`src/dds_pkg.sv`:
```
// Shared constants and types of the dual converter serial command decoder.
// How it works
// - Frames are sixteen bits, MSB first, four control bits
// - Shift one bit per falling link clock edge
// - Without chaining, act at bit sixteen; drop short frames
// - Chaining: delayed echo out, execute on sync rise
// - Store code into selected channel input register
// - Pattern 0100 updates channel A input and converter
// - Pattern 0110 updates A, copies B input
// - Pattern 1000 updates channel B input and converter
// - Pattern 1010 updates B, copies A input
// - Pattern 1100 writes code to both channels
// - Pattern 1110 copies both inputs to converters
// - Bit twelve selects power-down; bits eleven, ten impedance
// - Bits fifteen, fourteen choose powered-down channels
// - Converter registers hold unsigned twelve-bit codes
// - Power-up clears registers, outputs at zero scale
// - Clear pin low resets registers without clock
// - After clear, update at next sync rise
package dds_pkg;

  localparam int          CODE_W        = 12;
  localparam int          FRAME_W       = 16;
  localparam logic [4:0]  FRAME_BITS    = 5'h10;
  localparam int          PD_SEL_BIT    = 12;
  localparam int          CH_SEL_BIT    = 13;
  localparam int          PD_MODE_HI    = 11;
  localparam int          PD_MODE_LO    = 10;
  localparam int          CMD_HI        = 15;
  localparam int          CMD_LO        = 14;

  // Register map, byte addresses on the bus.
  localparam int          ADDR_W        = 8;
  localparam logic [7:0]  OFS_CTRL      = 8'h00;
  localparam logic [7:0]  OFS_CHAN_A    = 8'h04;
  localparam logic [7:0]  OFS_CHAN_B    = 8'h08;
  localparam logic [7:0]  OFS_STATUS    = 8'h0C;
  localparam logic [31:0] RST_PRDATA    = 32'h0000_0000;
  localparam logic        RST_ACCEPT_EN = 1'b1;
  localparam logic [11:0] RST_CODE      = 12'h000;
  // Link pins at their idle levels: clock high, frame sync high, data and chaining low.
  localparam logic [3:0]  RST_PINS      = 4'hC;

  // Field positions inside the channel and status words.
  localparam int          CHW_DAC_LO    = 0;
  localparam int          CHW_IN_LO     = 16;
  localparam int          CHW_PD_LO     = 28;
  localparam int          ST_PEND_BIT   = 0;
  localparam int          ST_ACTIVE_BIT = 1;
  localparam int          ST_CNT_LO     = 2;

  typedef enum logic [1:0] {
    DDS_PD_NORMAL = 2'h0,
    DDS_PD_1K     = 2'h1,
    DDS_PD_100K   = 2'h2,
    DDS_PD_HIZ    = 2'h3
  } dds_pd_mode_t;

  typedef struct packed {
    logic         wr_in;
    logic         wr_dac;
    logic         copy;
    logic         pd;
    dds_pd_mode_t mode;
  } dds_chan_cmd_t;

endpackage

```
`src/dds_decoder.sv`:
```
// Top of the decoder: link sampling, framing, command decode and the register slave.
//
// The placing of the registers and the APB slave port were left to the implementer.
`timescale 1ns/1ps
module dds_decoder
  import dds_pkg::*;
(
  input  wire logic              i_mclk,
  input  wire logic              i_rst,
  // Serial link pins.
  input  wire logic              i_sclk,
  input  wire logic              i_sync_n,
  input  wire logic              i_serial_in,
  input  wire logic              i_chain_mode_enable,
  input  wire logic              i_async_clear_n,
  output logic                   o_serial_out,
  output logic                   o_serial_out_oe_n,
  // Converter side.
  output logic      [CODE_W-1:0] o_dac_a_code,
  output logic      [CODE_W-1:0] o_dac_b_code,
  output dds_pd_mode_t           o_pd_a_mode,
  output dds_pd_mode_t           o_pd_b_mode,
  // APB slave.
  input  wire logic              i_psel,
  input  wire logic              i_penable,
  input  wire logic              i_pwrite,
  input  wire logic [ADDR_W-1:0] i_paddr,
  input  wire logic [31:0]       i_pwdata,
  output logic      [31:0]       o_prdata,
  output logic                   o_pready,
  output logic                   o_pslverr
);

  logic [3:0]         pins_s;
  logic               sclk_s;
  logic               sync_n_s;
  logic               serial_in_s;
  logic               chain_mode_enable_s;
  logic               sclk_d_r;
  logic               sync_n_d_r;
  logic               sclk_fall;
  logic               sync_rise;
  logic               clr_meta_r;
  logic               clr_sync_r;
  logic               hold_clear;
  logic [FRAME_W-1:0] shift_r;
  logic [4:0]         cnt_r;
  logic [FRAME_W-1:0] frame_r;
  logic               exec_r;
  logic               pend_r;
  logic               accept_en_r;
  logic               serial_out_r;
  logic               serial_oe_n_r;
  dds_chan_cmd_t      cmd_a;
  dds_chan_cmd_t      cmd_b;
  dds_pd_mode_t       pd_mode;
  logic [CODE_W-1:0]  in_a;
  logic [CODE_W-1:0]  in_b;
  logic [31:0]        prdata_r;
  logic               pready_r;
  logic               pslverr_r;
  logic               addr_hit;
  logic               apb_write;
  logic [31:0]        rd_word;

  // Every link pin but the clear passes two flip-flops before any logic looks at it.
  dds_sync #(
    .WIDTH   (4),
    .RST_VAL (RST_PINS)
  ) u_pin_sync (
    .i_mclk (i_mclk),
    .i_rst  (i_rst),
    .i_d    ({i_sclk, i_sync_n, i_serial_in, i_chain_mode_enable}),
    .o_q    (pins_s)
  );

  assign sclk_s   = pins_s[3];
  assign sync_n_s = pins_s[2];
  assign serial_in_s   = pins_s[1];
  assign chain_mode_enable_s   = pins_s[0];

  // Delayed copies give the edges of the sampled link clock and frame sync.
  // They reset to the idle levels, so leaving reset shows no edge on either line.
  always_ff @(posedge i_mclk) begin
    if (i_rst) begin
      sclk_d_r   <= 1'b1;
      sync_n_d_r <= 1'b1;
    end else begin
      sclk_d_r   <= sclk_s;
      sync_n_d_r <= sync_n_s;
    end
  end

  assign sclk_fall = sclk_d_r & ~sclk_s;
  assign sync_rise = ~sync_n_d_r & sync_n_s;

  // Clear asserts asynchronously and releases after two clean edges.
  always_ff @(posedge i_mclk or negedge i_async_clear_n) begin
    if (!i_async_clear_n) begin
      clr_meta_r <= 1'b0;
      clr_sync_r <= 1'b0;
    end else begin
      clr_meta_r <= 1'b1;
      clr_sync_r <= clr_meta_r;
    end
  end

  assign hold_clear = ~clr_sync_r;

  // Shift register and bit count; a high frame sync restarts the frame.
  always_ff @(posedge i_mclk) begin
    if (i_rst || hold_clear) begin
      shift_r <= '0;
      cnt_r   <= '0;
    end else if (sync_n_s) begin
      cnt_r <= '0;
    end else if (sclk_fall && (chain_mode_enable_s || cnt_r != FRAME_BITS)) begin
      // Without chaining, edges after the sixteenth are ignored so the frame stays put.
      shift_r <= {shift_r[FRAME_W-2:0], serial_in_s};
      if (cnt_r != FRAME_BITS) begin
        cnt_r <= cnt_r + 5'h1;
      end
    end
  end

  // Frame capture and the one-cycle execute pulse.
  always_ff @(posedge i_mclk) begin
    if (i_rst || hold_clear) begin
      frame_r <= '0;
      exec_r  <= 1'b0;
    end else begin
      exec_r <= 1'b0;
      if (!sync_n_s && sclk_fall && cnt_r == FRAME_BITS - 5'h1 && !chain_mode_enable_s && !pend_r) begin
        frame_r <= {shift_r[FRAME_W-2:0], serial_in_s};
        exec_r  <= accept_en_r;
      end else if (sync_rise && cnt_r == FRAME_BITS && (sync_n_d_r == 1'b0) && (chain_mode_enable_s || pend_r)) begin
        frame_r <= shift_r;
        exec_r  <= accept_en_r;
      end
    end
  end

  // A clear leaves updates waiting for the next rising frame sync.
  always_ff @(posedge i_mclk) begin
    if (i_rst) begin
      pend_r <= 1'b0;
    end else if (hold_clear) begin
      pend_r <= 1'b1;
    end else if (sync_rise) begin
      pend_r <= 1'b0;
    end
  end

  // The echo output drives only while chaining and inside a frame.
  always_ff @(posedge i_mclk) begin
    if (i_rst) begin
      serial_out_r  <= 1'b0;
      serial_oe_n_r <= 1'b1;
    end else begin
      serial_out_r  <= shift_r[FRAME_W-1];
      serial_oe_n_r <= ~(chain_mode_enable_s & ~sync_n_s);
    end
  end

  assign o_serial_out      = serial_out_r;
  assign o_serial_out_oe_n = serial_oe_n_r;

  // Both resistor-less codes float the output, so 00 and 11 share one state.
  always_comb begin
    unique case (frame_r[PD_MODE_HI:PD_MODE_LO])
      2'h1:    pd_mode = DDS_PD_1K;
      2'h2:    pd_mode = DDS_PD_100K;
      default: pd_mode = DDS_PD_HIZ;
    endcase
  end

  // Command decode into per-channel actions for this execute pulse.
  always_comb begin
    cmd_a      = '0;
    cmd_b      = '0;
    cmd_a.mode = pd_mode;
    cmd_b.mode = pd_mode;
    if (exec_r) begin
      if (frame_r[PD_SEL_BIT]) begin
        cmd_a.pd = (frame_r[CMD_HI:CMD_LO] != 2'h2);
        cmd_b.pd = (frame_r[CMD_HI:CMD_LO] != 2'h1);
      end else begin
        unique case (frame_r[CMD_HI:CH_SEL_BIT])
          3'h0: cmd_a.wr_in = 1'b1;
          3'h1: cmd_b.wr_in = 1'b1;
          3'h2: begin
            cmd_a.wr_in  = 1'b1;
            cmd_a.wr_dac = 1'b1;
          end
          3'h3: begin
            cmd_a.wr_in  = 1'b1;
            cmd_a.wr_dac = 1'b1;
            cmd_b.copy   = 1'b1;
          end
          3'h4: begin
            cmd_b.wr_in  = 1'b1;
            cmd_b.wr_dac = 1'b1;
          end
          3'h5: begin
            cmd_b.wr_in  = 1'b1;
            cmd_b.wr_dac = 1'b1;
            cmd_a.copy   = 1'b1;
          end
          3'h6: begin
            cmd_a.wr_in  = 1'b1;
            cmd_a.wr_dac = 1'b1;
            cmd_b.wr_in  = 1'b1;
            cmd_b.wr_dac = 1'b1;
          end
          3'h7: begin
            cmd_a.copy = 1'b1;
            cmd_b.copy = 1'b1;
          end
        endcase
      end
    end
  end

  dds_chan u_chan_a (
    .i_mclk          (i_mclk),
    .i_rst           (i_rst),
    .i_async_clear_n (i_async_clear_n),
    .i_hold_clear    (hold_clear),
    .i_cmd           (cmd_a),
    .i_code          (frame_r[CODE_W-1:0]),
    .o_in_code       (in_a),
    .o_dac_code      (o_dac_a_code),
    .o_pd_mode       (o_pd_a_mode)
  );

  dds_chan u_chan_b (
    .i_mclk          (i_mclk),
    .i_rst           (i_rst),
    .i_async_clear_n (i_async_clear_n),
    .i_hold_clear    (hold_clear),
    .i_cmd           (cmd_b),
    .i_code          (frame_r[CODE_W-1:0]),
    .o_in_code       (in_b),
    .o_dac_code      (o_dac_b_code),
    .o_pd_mode       (o_pd_b_mode)
  );

  // Register read mux; unmapped addresses read zero and flag an error.
  always_comb begin
    addr_hit = 1'b1;
    rd_word  = '0;
    unique case (i_paddr)
      OFS_CTRL:   rd_word[0] = accept_en_r;
      OFS_CHAN_A: begin
        rd_word[CHW_DAC_LO +: CODE_W] = o_dac_a_code;
        rd_word[CHW_IN_LO +: CODE_W]  = in_a;
        rd_word[CHW_PD_LO +: 2]       = o_pd_a_mode;
      end
      OFS_CHAN_B: begin
        rd_word[CHW_DAC_LO +: CODE_W] = o_dac_b_code;
        rd_word[CHW_IN_LO +: CODE_W]  = in_b;
        rd_word[CHW_PD_LO +: 2]       = o_pd_b_mode;
      end
      OFS_STATUS: begin
        rd_word[ST_PEND_BIT]     = pend_r;
        rd_word[ST_ACTIVE_BIT]   = ~sync_n_s;
        rd_word[ST_CNT_LO +: 5]  = cnt_r;
      end
      default:    addr_hit = 1'b0;
    endcase
  end

  assign apb_write = i_psel & i_penable & pready_r & i_pwrite;

  // No wait states: the answer is registered in the setup cycle.
  always_ff @(posedge i_mclk) begin
    if (i_rst) begin
      prdata_r  <= RST_PRDATA;
      pready_r  <= 1'b0;
      pslverr_r <= 1'b0;
    end else begin
      pready_r  <= i_psel & ~i_penable;
      pslverr_r <= i_psel & ~i_penable & ~addr_hit;
      if (i_psel && !i_penable && !i_pwrite) begin
        prdata_r <= rd_word;
      end
    end
  end

  // Software can stop frames from taking effect without touching the link.
  always_ff @(posedge i_mclk) begin
    if (i_rst) begin
      accept_en_r <= RST_ACCEPT_EN;
    end else if (apb_write && i_paddr == OFS_CTRL) begin
      accept_en_r <= i_pwdata[0];
    end
  end

  assign o_prdata  = prdata_r;
  assign o_pready  = pready_r;
  assign o_pslverr = pslverr_r;
endmodule // dds_decoder

```
`src/dds_sync.sv`:
```
// Two flip-flop synchroniser for levels arriving from outside the clock domain.
`timescale 1ns/1ps
module dds_sync
  import dds_pkg::*;
#(
  parameter int               WIDTH   = 1,
  parameter logic [WIDTH-1:0] RST_VAL = '0
) (
  input  wire logic             i_mclk,
  input  wire logic             i_rst,
  input  wire logic [WIDTH-1:0] i_d,
  output logic      [WIDTH-1:0] o_q
);

  logic [WIDTH-1:0] meta_r;
  logic [WIDTH-1:0] q_r;

  // The first stage feeds only the second, so metastability never reaches logic.
  // Reset goes to the idle level of the pins, so no false edge follows release.
  always_ff @(posedge i_mclk) begin
    if (i_rst) begin
      meta_r <= RST_VAL;
      q_r    <= RST_VAL;
    end else begin
      meta_r <= i_d;
      q_r    <= meta_r;
    end
  end

  assign o_q = q_r;

endmodule // dds_sync

```
`src/dds_chan.sv`:
```
// One converter channel: input register, converter register and power-down state.
`timescale 1ns/1ps
module dds_chan
  import dds_pkg::*;
(
  input  wire logic              i_mclk,
  input  wire logic              i_rst,
  input  wire logic              i_async_clear_n,
  input  wire logic              i_hold_clear,
  input  wire dds_chan_cmd_t     i_cmd,
  input  wire logic [CODE_W-1:0] i_code,
  output logic      [CODE_W-1:0] o_in_code,
  output logic      [CODE_W-1:0] o_dac_code,
  output dds_pd_mode_t           o_pd_mode
);

  logic [CODE_W-1:0] in_r;
  logic [CODE_W-1:0] dac_r;
  dds_pd_mode_t      pd_r;

  // The clear pin acts at once; the synchronised hold keeps it until release.
  always_ff @(posedge i_mclk or negedge i_async_clear_n) begin
    if (!i_async_clear_n) begin
      in_r  <= RST_CODE;
      dac_r <= RST_CODE;
      pd_r  <= DDS_PD_NORMAL;
    end else if (i_rst || i_hold_clear) begin
      in_r  <= RST_CODE;
      dac_r <= RST_CODE;
      pd_r  <= DDS_PD_NORMAL;
    end else begin
      if (i_cmd.wr_in) begin
        in_r <= i_code;
      end
      // A copy reads the old input value, which is what a separate copy expects.
      if (i_cmd.wr_dac) begin
        dac_r <= i_code;
      end else if (i_cmd.copy) begin
        dac_r <= in_r;
      end
      if (i_cmd.pd) begin
        pd_r <= i_cmd.mode;
      end else if (i_cmd.wr_dac || i_cmd.copy) begin
        pd_r <= DDS_PD_NORMAL;
      end
    end
  end

  assign o_in_code  = in_r;
  assign o_dac_code = dac_r;
  assign o_pd_mode  = pd_r;

endmodule // dds_chan

```
`config.mk`:
```
export PLATFORM = sky130hd
export DESIGN_NAME = dds_decoder
export DESIGN_NICKNAME = d
export VERILOG_FILES = /design/src/dds_pkg.sv /design/src/dds_decoder.sv /design/src/dds_sync.sv /design/src/dds_chan.sv
export SDC_FILE = /design/constraint.sdc
export NUM_CORES = 1
export LEC_CHECK = 0
export BUFFER_PORTS_ARGS = -buffer_cell sky130_fd_sc_hd__clkbuf_2
export CORE_UTILIZATION = 60
export DETAILED_ROUTE_END_ITERATION = 12
export PLACE_DENSITY = 0.86
export SYNTH_ARGS = -nofsm -noshare
export SYNTH_HDL_FRONTEND = slang
export SYNTH_SLANG_ARGS = --single-unit
```
`constraint.sdc`:
```
create_clock -name i_mclk -period 5.2 [get_ports i_mclk]
set_input_delay 0.78 -clock i_mclk [delete_from_list [all_inputs] [get_ports i_mclk]]
set_output_delay 0.78 -clock i_mclk [all_outputs]
set_load 0.005 [all_outputs]
```
# ---- Yosys cells after proc, flatten, opt, wreduce, memory -nomap -nowiden
# Cells that the tools add are included.
dict set report word_totals {
  ff_bits 134
  inputBits 50
  wordCells 137
  output_inout_bits 64
}
dict set report classes {
  reduce_logical 40
  n_mux 40
  eq_ne 18
  addsub 1
  bitwise 15
}
# cell n
set ops {}
lappend ops {{2-to-1 mux 12 bit} 10}
lappend ops {{2-to-1 mux 16 bit} 2}
lappend ops {{one-hot mux 14 bit (2 select lines)} 1}
lappend ops {{one-hot mux 6 bit (3 select lines)} 1}
lappend ops {{== test 8 x 4 -> 1 bit (second input constant)} 2}
lappend ops {{2-to-1 mux 1 bit} 13}
lappend ops {{== test 3 bit (second input constant)} 4}
lappend ops {{2-to-1 mux 2 bit} 6}
lappend ops {{nonzero test 3 bit} 4}
lappend ops {{OR reduction 4 bit} 3}
lappend ops {{logical AND 1 bit} 11}
lappend ops {{one-hot mux 5 bit (2 select lines)} 1}
lappend ops {{bitwise AND 1 bit} 8}
lappend ops {{== test 8 x 3 -> 1 bit (second input constant)} 1}
lappend ops {{logical NOT 8 bit} 1}
lappend ops {{2-to-1 mux 4 bit} 2}
lappend ops {{NOT 1 bit} 7}
lappend ops {{== test 3 x 2 -> 1 bit (second input constant)} 2}
lappend ops {{2-to-1 mux 3 bit} 2}
lappend ops {{nonzero test 2 bit} 3}
lappend ops {{OR reduction 2 bit} 3}
lappend ops {{OR reduction 3 bit} 2}
lappend ops {{adder 5 x 1 -> 5 bit (second input constant)} 1}
lappend ops {{== test 5 x 4 -> 1 bit (second input constant)} 1}
lappend ops {{other kinds (13)} 23}

# ---- Depth between registers and ports, before layout
# Gate-level depths: netlist of the first run.
dict set report depth {
  ltp_word 9
  depth_mapped 10
  mapped_depth_nobuf 7
}

# ---- Modules after synthesis
# From an unflattened synthesis of the first run, not the netlist that was laid out.
dict set report hier_totals {
  hier_cells 582
  area_unflattened_um2 5845.6
}
# mod seq_area_each_um2 n_inst area_per_inst_um2 cells_each
set modules_own_cells {}
lappend modules_own_cells {dds_decoder 1491.4 1 3240.6 362}
lappend modules_own_cells {dds_chan 650.6 2 1197.4 102}
lappend modules_own_cells {dds_sync 160.2 1 210.2 16}

# ---- Least setup slack after synthesis of the first run
# No wires, ideal clock.
dict set report synth_timing {
  path_kind {reg2reg}
  start {reg cnt_r[0]}
  end {reg frame_r[10]}
  t_arrival_ps 1939
  path_stages_with_launch 11
  path_buffers 3
  path_slack_ps 3173
  synth_period_minus_slack_ps 2027
  required_time_ps 5111
  setup_time_ps 89
  cell_sequence {dfxtp_1 > ha_1 > and3_1 > ha_1 > nor4b_2 > and2_4 > buf_6 > or2_1 > buf_6 > buf_6 > a311oi_2}
}
dict set report synth_between {
  elab_chain_cells 5
  word_cells_on_any_way 10
  classes_between {2 x eq/ne; 1 x mux; 7 x reduce/logical}
}
# item line_no
set synth_rtl {}
lappend synth_rtl {{start: declaration} dds_decoder.sv:47} ;# logic [4:0] cnt_r;
lappend synth_rtl {{start signal: assignment} dds_decoder.sv:121} ;# cnt_r <= cnt_r + 5'h1;
lappend synth_rtl {{== test 5 x 4 -> 1 bit / == test 5 bit (equally long branches)} {dds_decoder.sv:133, dds_decoder.sv:136}}
lappend synth_rtl {{logical AND 1 bit (on tied branches) (3 in series)} {dds_decoder.sv:133, dds_decoder.sv:136}}
lappend synth_rtl {{2-to-1 mux 16 bit / nonzero test 2 bit (equally long branches)} -}
lappend synth_rtl {{end signal: assignment} dds_decoder.sv:134} ;# frame_r <= {shift_r[FRAME_W-2:0], serial_in_s};
lappend synth_rtl {{end signal: assignment} dds_decoder.sv:137} ;# frame_r <= shift_r;
lappend synth_rtl {{end: declaration} dds_decoder.sv:48} ;# logic [FRAME_W-1:0] frame_r;
# Parallel ways exist; a longest one is shown, timed or not.
# A chain may end at the register's enable or synchronous reset.

# ---- Worst setup path after layout of the first run
dict set report layout_timing {
  start {reg exec_r}
  end {reg u_chan_a.dac_r[10] (netlist: u_chan_a.o_dac_code[10])}
}
dict set report layout_between {
  elab_chain_cells 3
  word_cells_on_any_way 4
  classes_between {3 x mux; 1 x reduce/logical}
}
# item line_no
set layout_rtl {}
lappend layout_rtl {{start: declaration} dds_decoder.sv:49} ;# logic exec_r;
lappend layout_rtl {{start signal: assignment} dds_decoder.sv:135} ;# exec_r <= accept_en_r;
lappend layout_rtl {{start signal: assignment} dds_decoder.sv:138} ;# exec_r <= accept_en_r;
lappend layout_rtl {{2-to-1 mux 4 bit *} dds_decoder.sv:183} ;# if (exec_r) begin
lappend layout_rtl {{2-to-1 mux 12 bit} dds_chan.sv:36} ;# if (i_cmd.wr_dac) begin
lappend layout_rtl {{2-to-1 mux 12 bit} dds_chan.sv:27} ;# end else if (i_rst || i_hold_clear) begin
lappend layout_rtl {{end signal: assignment} dds_chan.sv:37} ;# dac_r <= i_code;
lappend layout_rtl {{end signal: assignment} dds_chan.sv:39} ;# dac_r <= in_r;
lappend layout_rtl {{end: declaration} dds_chan.sv:18} ;# logic [CODE_W-1:0] dac_r;
# Mark *: on every way between the ends. The rest lies on a longest branch, timed or not.

==> summary.txt, run 1 <==
Buffers added on ports -> 76
Most frequent cell after synthesis -> dfxtp_1
Buffers & Inverters on Critical Path -> 0
Top post-synthesis cells by count -> dfxtp_1, nor2_1, nand2_1
Main area contributors after synthesis -> dfxtp_1, dfrtp_1, mux2i_1
Tot GR Track Use -> 0.300
Hold Path Sink -> clr_sync_r$_DFF_PN0_
IO Count -> 114
Worst EP arrival -> 3.43 ns
Gr ovfl total -> 0
Mapped Area -> 5960 µm²
Max cap viols -> 0
Top delay family on crit path -> simple AND/OR/NAND/NOR gates
Die area -> 10300 µm²
Lkg Pwr -> 2.99 nW
Syn avg cell area -> 9.71 µm²
Reg2reg end -> u_chan_a.o_dac_code[10]$_DFFE_PN0P_
Cts bufs inserted -> 17
Routed len/inst -> 18.0 µm
Die H -> 102 µm
Post-synthesis compound-gate area fraction -> 0.143
Synth Area in XOR/XNOR -> 0.00441
CP startpoint kind -> flip-flop
Setup TNS -> 0 ns
Vias -> 4935
Initial antenna violation count -> 0
Slowest-stage cell, CP -> nor2b_1
Mapped Cells -> 614
Hold_ws -> 0.353 ns
Unrepaired setup endpoints after global routing -> no
Post-DP HPWL -> 9290 µm
Outcome -> complete, no violations
CTS max path bufs -> 2
Initial core utilization -> 0.616
FF+latch count, synth -> 134
Layout area overhead -> 15.0%
Crit path kind -> reg -> reg
RR Startpoint -> exec_r$_SDFF_PN0_
Routability cong. -> 0.835
Site Rows -> 36
Post-CTS sizing -> 0
Number of nets in the layout -> 721
Final period utilization -> 0.585
Diode count -> 0
CP Cell Sequence -> nor2b_1 > nand3_1 > mux2i_1 > o21ai_0
Synth unique cells -> 54
Largest net degree at the start of global routing -> 55
Asr flop ratio synth -> 0.403
Layout cell share with drive strength beyond 1 -> 0.214
Drt total wl -> 14600 µm
Tmin final -> 3.04 ns
Adder-cell share of the synthesized area -> 0.00797
CP Max Fanout -> 16
Reg2reg setup slack -> 2.16 ns
H-tree Lvls -> 4
Number of post-CTS setup repair buffers -> 0
Sequential area share after synthesis -> 0.495
Vias in the first global route -> 4690
Die Width -> 102 µm
Fin area -> 6860 µm²
Final setup violating endpoints -> 0
FMAX -> 329 MHz
Mux contribution to synthesized area -> 0.0986
CP Data Required Time -> 5.58 ns
Simple-gate share of the synthesized area -> 0.189
Clock transition at path regs -> 0.06 ns
Starting DRT DRC Count -> 297
Slew at the pin closest to its max-slew limit -> 1.24 ns
Slowest stage delay, CP -> 0.97 ns
Hold Path Class -> reg -> reg
Maximum vdd drop -> 0.170 mV
WHS Path Cells -> 0
Fin. Hold Viols -> 0
Ys Warns -> 0
Cell area after placement -> 6290 µm²
Crit end category -> flip-flop
Clock Skew -> 0.00611 ns
EDFF count, synth -> 0
Worst slew margin -> 0.175
TritonCTS clock tree -> yes
Core area -> 9680 µm²
Worst-skew pair later-pin latency -> 0.53 ns
DR DRC count -> 0
Vias/cell -> 6.06
Area share of the largest cell type after synthesis -> 0.269
Largest family of logic cells by synthesized area -> simple AND/OR/NAND/NOR gates
Root Buffer -> clkbuf_8
Hold-fix buffers at CTS -> 0
Clock sinks -> 134
Reg2Reg Depth -> 4
Routed Antenna Nets -> 0
Main flop type after synthesis -> dfxtp_1
TritonRoute pass-1 iters -> 5
PD cells -> 331 nW/µm²
Worst Hold Launch -> clr_meta_r$_DFF_PN0_
Largest area contributor in the netlist -> dfxtp_1
Slew Limit Fails -> 0
Global-route wire length before repair -> 23300 µm
-- sequential cells by signal (all words and copies together) (netlist names), 2 cells and up --
| register | count |
|---|---|
| u_pin_sync.meta_r | 4 |
| u_chan_a.o_in_code | 12 |
| u_chan_a.o_dac_code | 12 |
| u_chan_a.o_pd_mode | 2 |
| frame_r | 16 |
| u_chan_b.o_dac_code | 12 |
| u_chan_b.o_in_code | 12 |
| u_chan_b.o_pd_mode | 2 |
| o_prdata | 26 |
| shift_r | 16 |
| u_pin_sync.o_q | 4 |
| cnt_r | 5 |
-- worst max path at each step --
stage	slack (ns)	cells past startpoint	from	to
floorplan	3.17	10	cnt_r[0]$_SDFFE_PP0P_	frame_r[10]$_SDFFE_PN0P_
global placement	2.12	7	i_rst	u_chan_a.o_pd_mode[1]$_DFFE_PN0P_
detailed placement	2.06	7	i_rst	u_chan_a.o_pd_mode[0]$_DFFE_PN0P_
CTS	2.23	4	exec_r$_SDFF_PN0_	u_chan_a.o_dac_code[10]$_DFFE_PN0P_
global route	1.99	4	exec_r$_SDFF_PN0_	u_chan_a.o_dac_code[10]$_DFFE_PN0P_
finish	2.16	4	exec_r$_SDFF_PN0_	u_chan_a.o_dac_code[10]$_DFFE_PN0P_
-- worst register-to-register path, delay by kind of cell (launching register included) --
family          cells  cell delay (ns)
simple gates        2             1.93
compound gates      1             0.14
mux                 1             0.46
flops               1             0.37
-- cell families after synthesis --
kind of cell	Yosys count
flip-flops	134
buffers and inverters	70
AO/OA/AOI/OAI	116
adder cells (fa/ha/maj)	4
XOR/XNOR	3
other	2
AND/OR/NAND/NOR	227
multiplexers	58
-- power by group --
part	leakage (nW)	internal, W	switching, W
sequential	1.40	0.00105	0.00000704
combinational	1.32	0.0000295	0.0000578
clock	0.268	0.000682	0.000443
total	2.99	0.00176	0.000508
-- placed cells by master, fill, tap and decap left out, types with 5 or more instances in the layout --
master,Yosys,final
nor2_1,66,66
a311oi_2,10,10
clkbuf_2,0,76
a2bb2oi_1,5,5
clkbuf_8,0,5
clkinvlp_4,0,5
clkbuf_16,0,16
a22oi_1,5,5
dfxtp_1,80,80
or2_2,6,6
inv_1,18,18
mux2i_1,52,52
nand3_1,5,5
dfrtp_1,54,54
nand3b_1,12,12
a21oi_1,18,18
nor2b_1,15,15
a221oi_1,20,20
mux2_2,6,6
o21ai_0,39,39
nor3_1,36,36
a311oi_1,6,6
conb_1,2,7
buf_4,10,5
nand2_1,65,65
-- metrics by stage --
stage / worst slack [ns] / power (W) / instances / util
final: 2.16 / 0.00227 / 814 / 0.708
after global routing: 1.99 / 0.00233 / 814 / 0.708
after CTS: 2.23 / 0.00227 / 814 / 0.708
after detailed placement: 2.06 / 0.00116 / 782 / 0.649
after global placement: 2.12 / 0.00116 / 782 / 0.649
after floorplan: 3.17 / 0.00113 / 619 / -
-- per-layer routing --
| metal | GRT usage | vias to the layer above | share of wire |
|---|---|---|---|
| met2 | 0.492 | 231 | 0.49 |
| met4 | 0.147 | 0 | 0.030 |
| met3 | 0.0876 | 48 | 0.075 |
| met5 | 0 | - | 0 |
| li1 | - | 2250 | - |
| met1 | 0.361 | 2406 | 0.40 |
-- final cells by class --
| cell class | count | area (µm²) |
|---|---|---|
| Tap cell | 133 | 166 |
| Clock buffer | 21 | 469 |
| Fill cell | 690 | 2830 |
| Timing Repair Buffer | 81 | 418 |
| Inverter | 19 | 71.3 |
| Clock inverter | 11 | 100 |
| Multi-Input combinational cell | 415 | 2680 |
| Sequential cell | 134 | 2950 |
(Power assumes the default switching activity.)
==> run 2, diff against run 1 <==
- ABC_AREA: unset -> 1
- CORE_UTILIZATION: 60 -> 56
- PLACE_DENSITY: 0.86 -> 0.8
- clock period: 5.2 -> 3.2 ns (I/O delays scaled with it)
==> summary.txt, run 2 <==
TritonRoute pass-1 iters -> 5 (unchanged)
Buffers & Inverters on Critical Path -> 2 (+2)
Met1 Track Usage GR -> 0.361 (+0.000411)
Critical Path Start -> cnt_r[0]$_SDFFE_PP0P_
Combinational fraction of design power -> 0.039 (about the same)
Final period utilization -> 0.709 (+0.124)
Worst Setup EP -> frame_r[15]$_SDFFE_PN0P_
Gr ovfl total -> 0 (unchanged)
Initial antenna violation count -> 0 (unchanged)
CTS max path bufs -> 2 (unchanged)
Die area -> 11400 µm² (+10%)
Crit path kind -> reg -> reg
Ys Warns -> 0 (unchanged)
Main flop type after synthesis -> dfxtp_1
Max cap viols -> 0 (unchanged)
Area share of the largest cell type after synthesis -> 0.261 (-0.00739)
Top post-synthesis cells by count -> nand2_1, inv_1, o21ai_0
Syn avg cell area -> 7.64 µm² (-21%)
DR DRC count -> 0 (unchanged)
Reg2Reg Depth -> 9 (+5)
Vias -> 5503 (+12%)
Switch Pwr -> 0.000849 W (+67%)
Clock Skew -> 0.00734 ns (+0.00124 ns)
Mapped Area -> 6130 µm² (+2.8%)
Post-DP HPWL -> 10400 µm (+12%)
Site Rows -> 37 (+2.8%)
CP startpoint kind -> flip-flop
Die Width -> 107 µm (+4.9%)
H-tree Lvls -> 4 (unchanged)
Routed len/inst -> 15.0 µm (-16%)
Tot GR Track Use -> 0.286 (-0.0138)
Clock share of power -> 0.531 (+0.034)
Buffers added on ports -> 76 (unchanged)
Diode count -> 0 (unchanged)
Worst slew margin -> 0.379 (+0.204)
Worst EP arrival -> 2.70 ns (-0.73 ns)
Core area -> 10500 µm² (+8.0%)
Slew at the pin closest to its max-slew limit -> 0.932 ns (-0.303 ns)
Routed Antenna Nets -> 0 (unchanged)
IO Count -> 114 (unchanged)
Sw Share -> 0.213 (-0.0108)
Cts bufs inserted -> 17 (unchanged)
EDFF count, synth -> 0 (unchanged)
FF+latch count, synth -> 134 (unchanged)
Crit path depth -> 9 (+5)
Synth unique cells -> 38 (-30%)
Number of nets in the layout -> 920 (+28%)
CP Data Required Time -> 3.63 ns (-1.95 ns)
Most frequent cell after synthesis -> nand2_1
Top delay family on crit path -> simple AND/OR/NAND/NOR gates
Maximum vdd drop -> 0.288 mV (+70%)
Flop pwr share -> 0.430 (-0.035)
Final worst-path setup slack -> 0.932 ns (-1.23 ns)
Outcome -> complete, no violations
CP Max Fanout -> 28 (+12)
Starting DRT DRC Count -> 479 (+61%)
Main area contributors after synthesis -> dfxtp_1, dfrtp_1, nand2_1
Slowest-stage cell, CP -> nand3_2
Crit end category -> flip-flop
Total Power -> 0.00398 W (+76%)
Unrepaired setup endpoints after global routing -> no
Vias in the first global route -> 5163 (+10%)
Asr flop ratio synth -> 0.403 (unchanged)
M3 GR Usage -> 0.0699 (-0.0177)
Sequential area share after synthesis -> 0.481 (-0.0136)
Initial core utilization -> 0.586 (-0.0297)
Fin. Hold Viols -> 0 (unchanged)
Clock sinks -> 134 (unchanged)
P_int -> 0.00313 W (+78%)
Mapped Cells -> 803 (+31%)
Reg2reg end -> frame_r[15]$_SDFFE_PN0P_
Met2 Use GR -> 0.462 (-0.0295)
Fin util -> 0.682 (-0.0264)
Worst-skew pair later-pin latency -> 0.54 ns (about the same)
Largest register FFs -> 26 (unchanged)
Largest net degree at the start of global routing -> 48 (-13%)
Routability cong. -> 0.890 (+6.5%)
Dpl ws -> 0.866 ns (-1.20 ns)
RR Startpoint -> cnt_r[0]$_SDFFE_PP0P_
Hold_ws -> 0.0693 ns (-0.284 ns)
Layout area overhead -> 16.3%
Root Buffer -> clkbuf_8
Largest area contributor in the netlist -> dfxtp_1
TritonCTS clock tree -> yes
Post-CTS sizing -> 0 (unchanged)
Clock transition at path regs -> 0.06 ns (about the same)
Slew Limit Fails -> 0 (unchanged)
Tmin final -> 2.27 ns (-0.775 ns)
Global routing's busiest layer -> met2
Number of post-CTS setup repair buffers -> 0 (unchanged)
Reg2reg setup slack -> 0.93 ns (-1.23 ns)
CP Cell Sequence -> ha_1 > inv_1 > nor3_1 > ha_1 > nand3_2 > nand2_4 > inv_2 > nor2_1 > nor2_1
Commonest cells after routing, fill and taps aside -> nand2_1, inv_1, o21ai_0
Hold Path Class -> in -> async
Vias/cell -> 5.42 (-11%)
Slowest stage delay, CP -> 0.43 ns (-0.54 ns)
Global-route wire length before repair -> 25000 µm (+7.0%)
Setup TNS -> 0 ns (unchanged)
Final setup violating endpoints -> 0 (unchanged)
Die H -> 107 µm (+4.9%)
Hold-fix buffers at CTS -> 0 (unchanged)
FMAX -> 441 MHz (+34%)
Commonest non-fill, non-tap cell in the layout -> nand2_1
Lkg Pwr -> 3.26 nW (+9.0%)
Fill count -> 848 (+23%)
PD cells -> 558 nW/µm² (+69%)
Layout cell share with drive strength beyond 1 -> 0.173 (-0.0417)
Drt total wl -> 15200 µm (+4.2%)
[run 2: changes by cell type in the layout (fill, tap and decap cells not counted), sizes merged, moves of 6 or more]
cell | previous run | this run
nand2 | 65 | 189
inv | 19 | 108
o21ai | 40 | 116
nand3 | 5 | 71
mux2i | 52 | 0
nor3 | 37 | 6
a21oi | 18 | 39
a221oi | 20 | 0
o21a | 0 | 19
a311oi | 16 | 0
nor2b | 15 | 0
nand3b | 12 | 0
mux2 | 6 | 0
nor2 | 66 | 60
[run 2: logic make-up (layout without fill, tap and decap cells)]
kind of cell / count (synthesis) / in the layout / synth area share
buffers and inverters: 151 / 223 / 0.111
AOI/OAI and AO/OA: 180 / 180 / 0.165
adders and majority gates: 3 / 3 / 0.00612
DFF: 134 / 134 / 0.481
and+or+nand+nor: 333 / 333 / 0.236
other: 2 / 7 / 0.00122
[run 2: final cells by class]
class	count	area [µm²]	area share
Clock buffer	19	442	0.0619
Sequential cell	134	2950	0.414
Tap cell	136	170	0.0239
Timing Repair Buffer	83	433	0.0607
Clock inverter	13	203	0.0284
Multi-Input combinational cell	523	2520	0.354
Inverter	108	408	0.0572
[run 2: worst register-to-register path: cells and delay by family (launching register included)]
family / cells / cell delay, ns
and+or+nand+nor: 5 / 1.09
buffers and inverters: 2 / 0.21
DFF: 1 / 0.39
adders and majority gates: 2 / 0.48
[run 2: how the worst min path moves through the flow]
stage / endpoint / slack (ns)
finish: u_chan_a.o_in_code[11]$_DFFE_PN0P_ / 0.07
global route: u_pin_sync.meta_r[3]$_SDFF_PP1_ / 0.12
CTS: u_chan_a.o_in_code[11]$_DFFE_PN0P_ / 0.08
detailed placement: clr_sync_r$_DFF_PN0_ / 0.33
global placement: clr_sync_r$_DFF_PN0_ / 0.33
floorplan: clr_meta_r$_DFF_PN0_ / 0.18
[run 2: power groups by stage]
stage                     clock [W]  sequential [W]  combinational (W)
after floorplan                   0         0.00175          0.0000991
after global placement            0         0.00175           0.000149
after detailed placement          0         0.00175           0.000154
after CTS                   0.00212         0.00171           0.000155
after global routing        0.00220         0.00171           0.000174
final                       0.00211         0.00171           0.000156
[run 2: metal layers]
layer / wire length [µm] / vias up / part of all wire
met5: 0 / - / 0
met4: 382 / 0 / 0.025
met3: 1250 / 31 / 0.082
met2: 7130 / 240 / 0.47
met1: 6480 / 2543 / 0.43
li1: - / 2689 / -
[run 2: per-stage QoR]
step / cells / area (µm²)
2_1_floorplan: 808 / 6150
3_5_place_dp: 984 / 6490
4_1_cts: 1016 / 7130
5_1_grt: 1016 / 7130
6_report: 1016 / 7130
3_3_place_gp: 984 / 6490
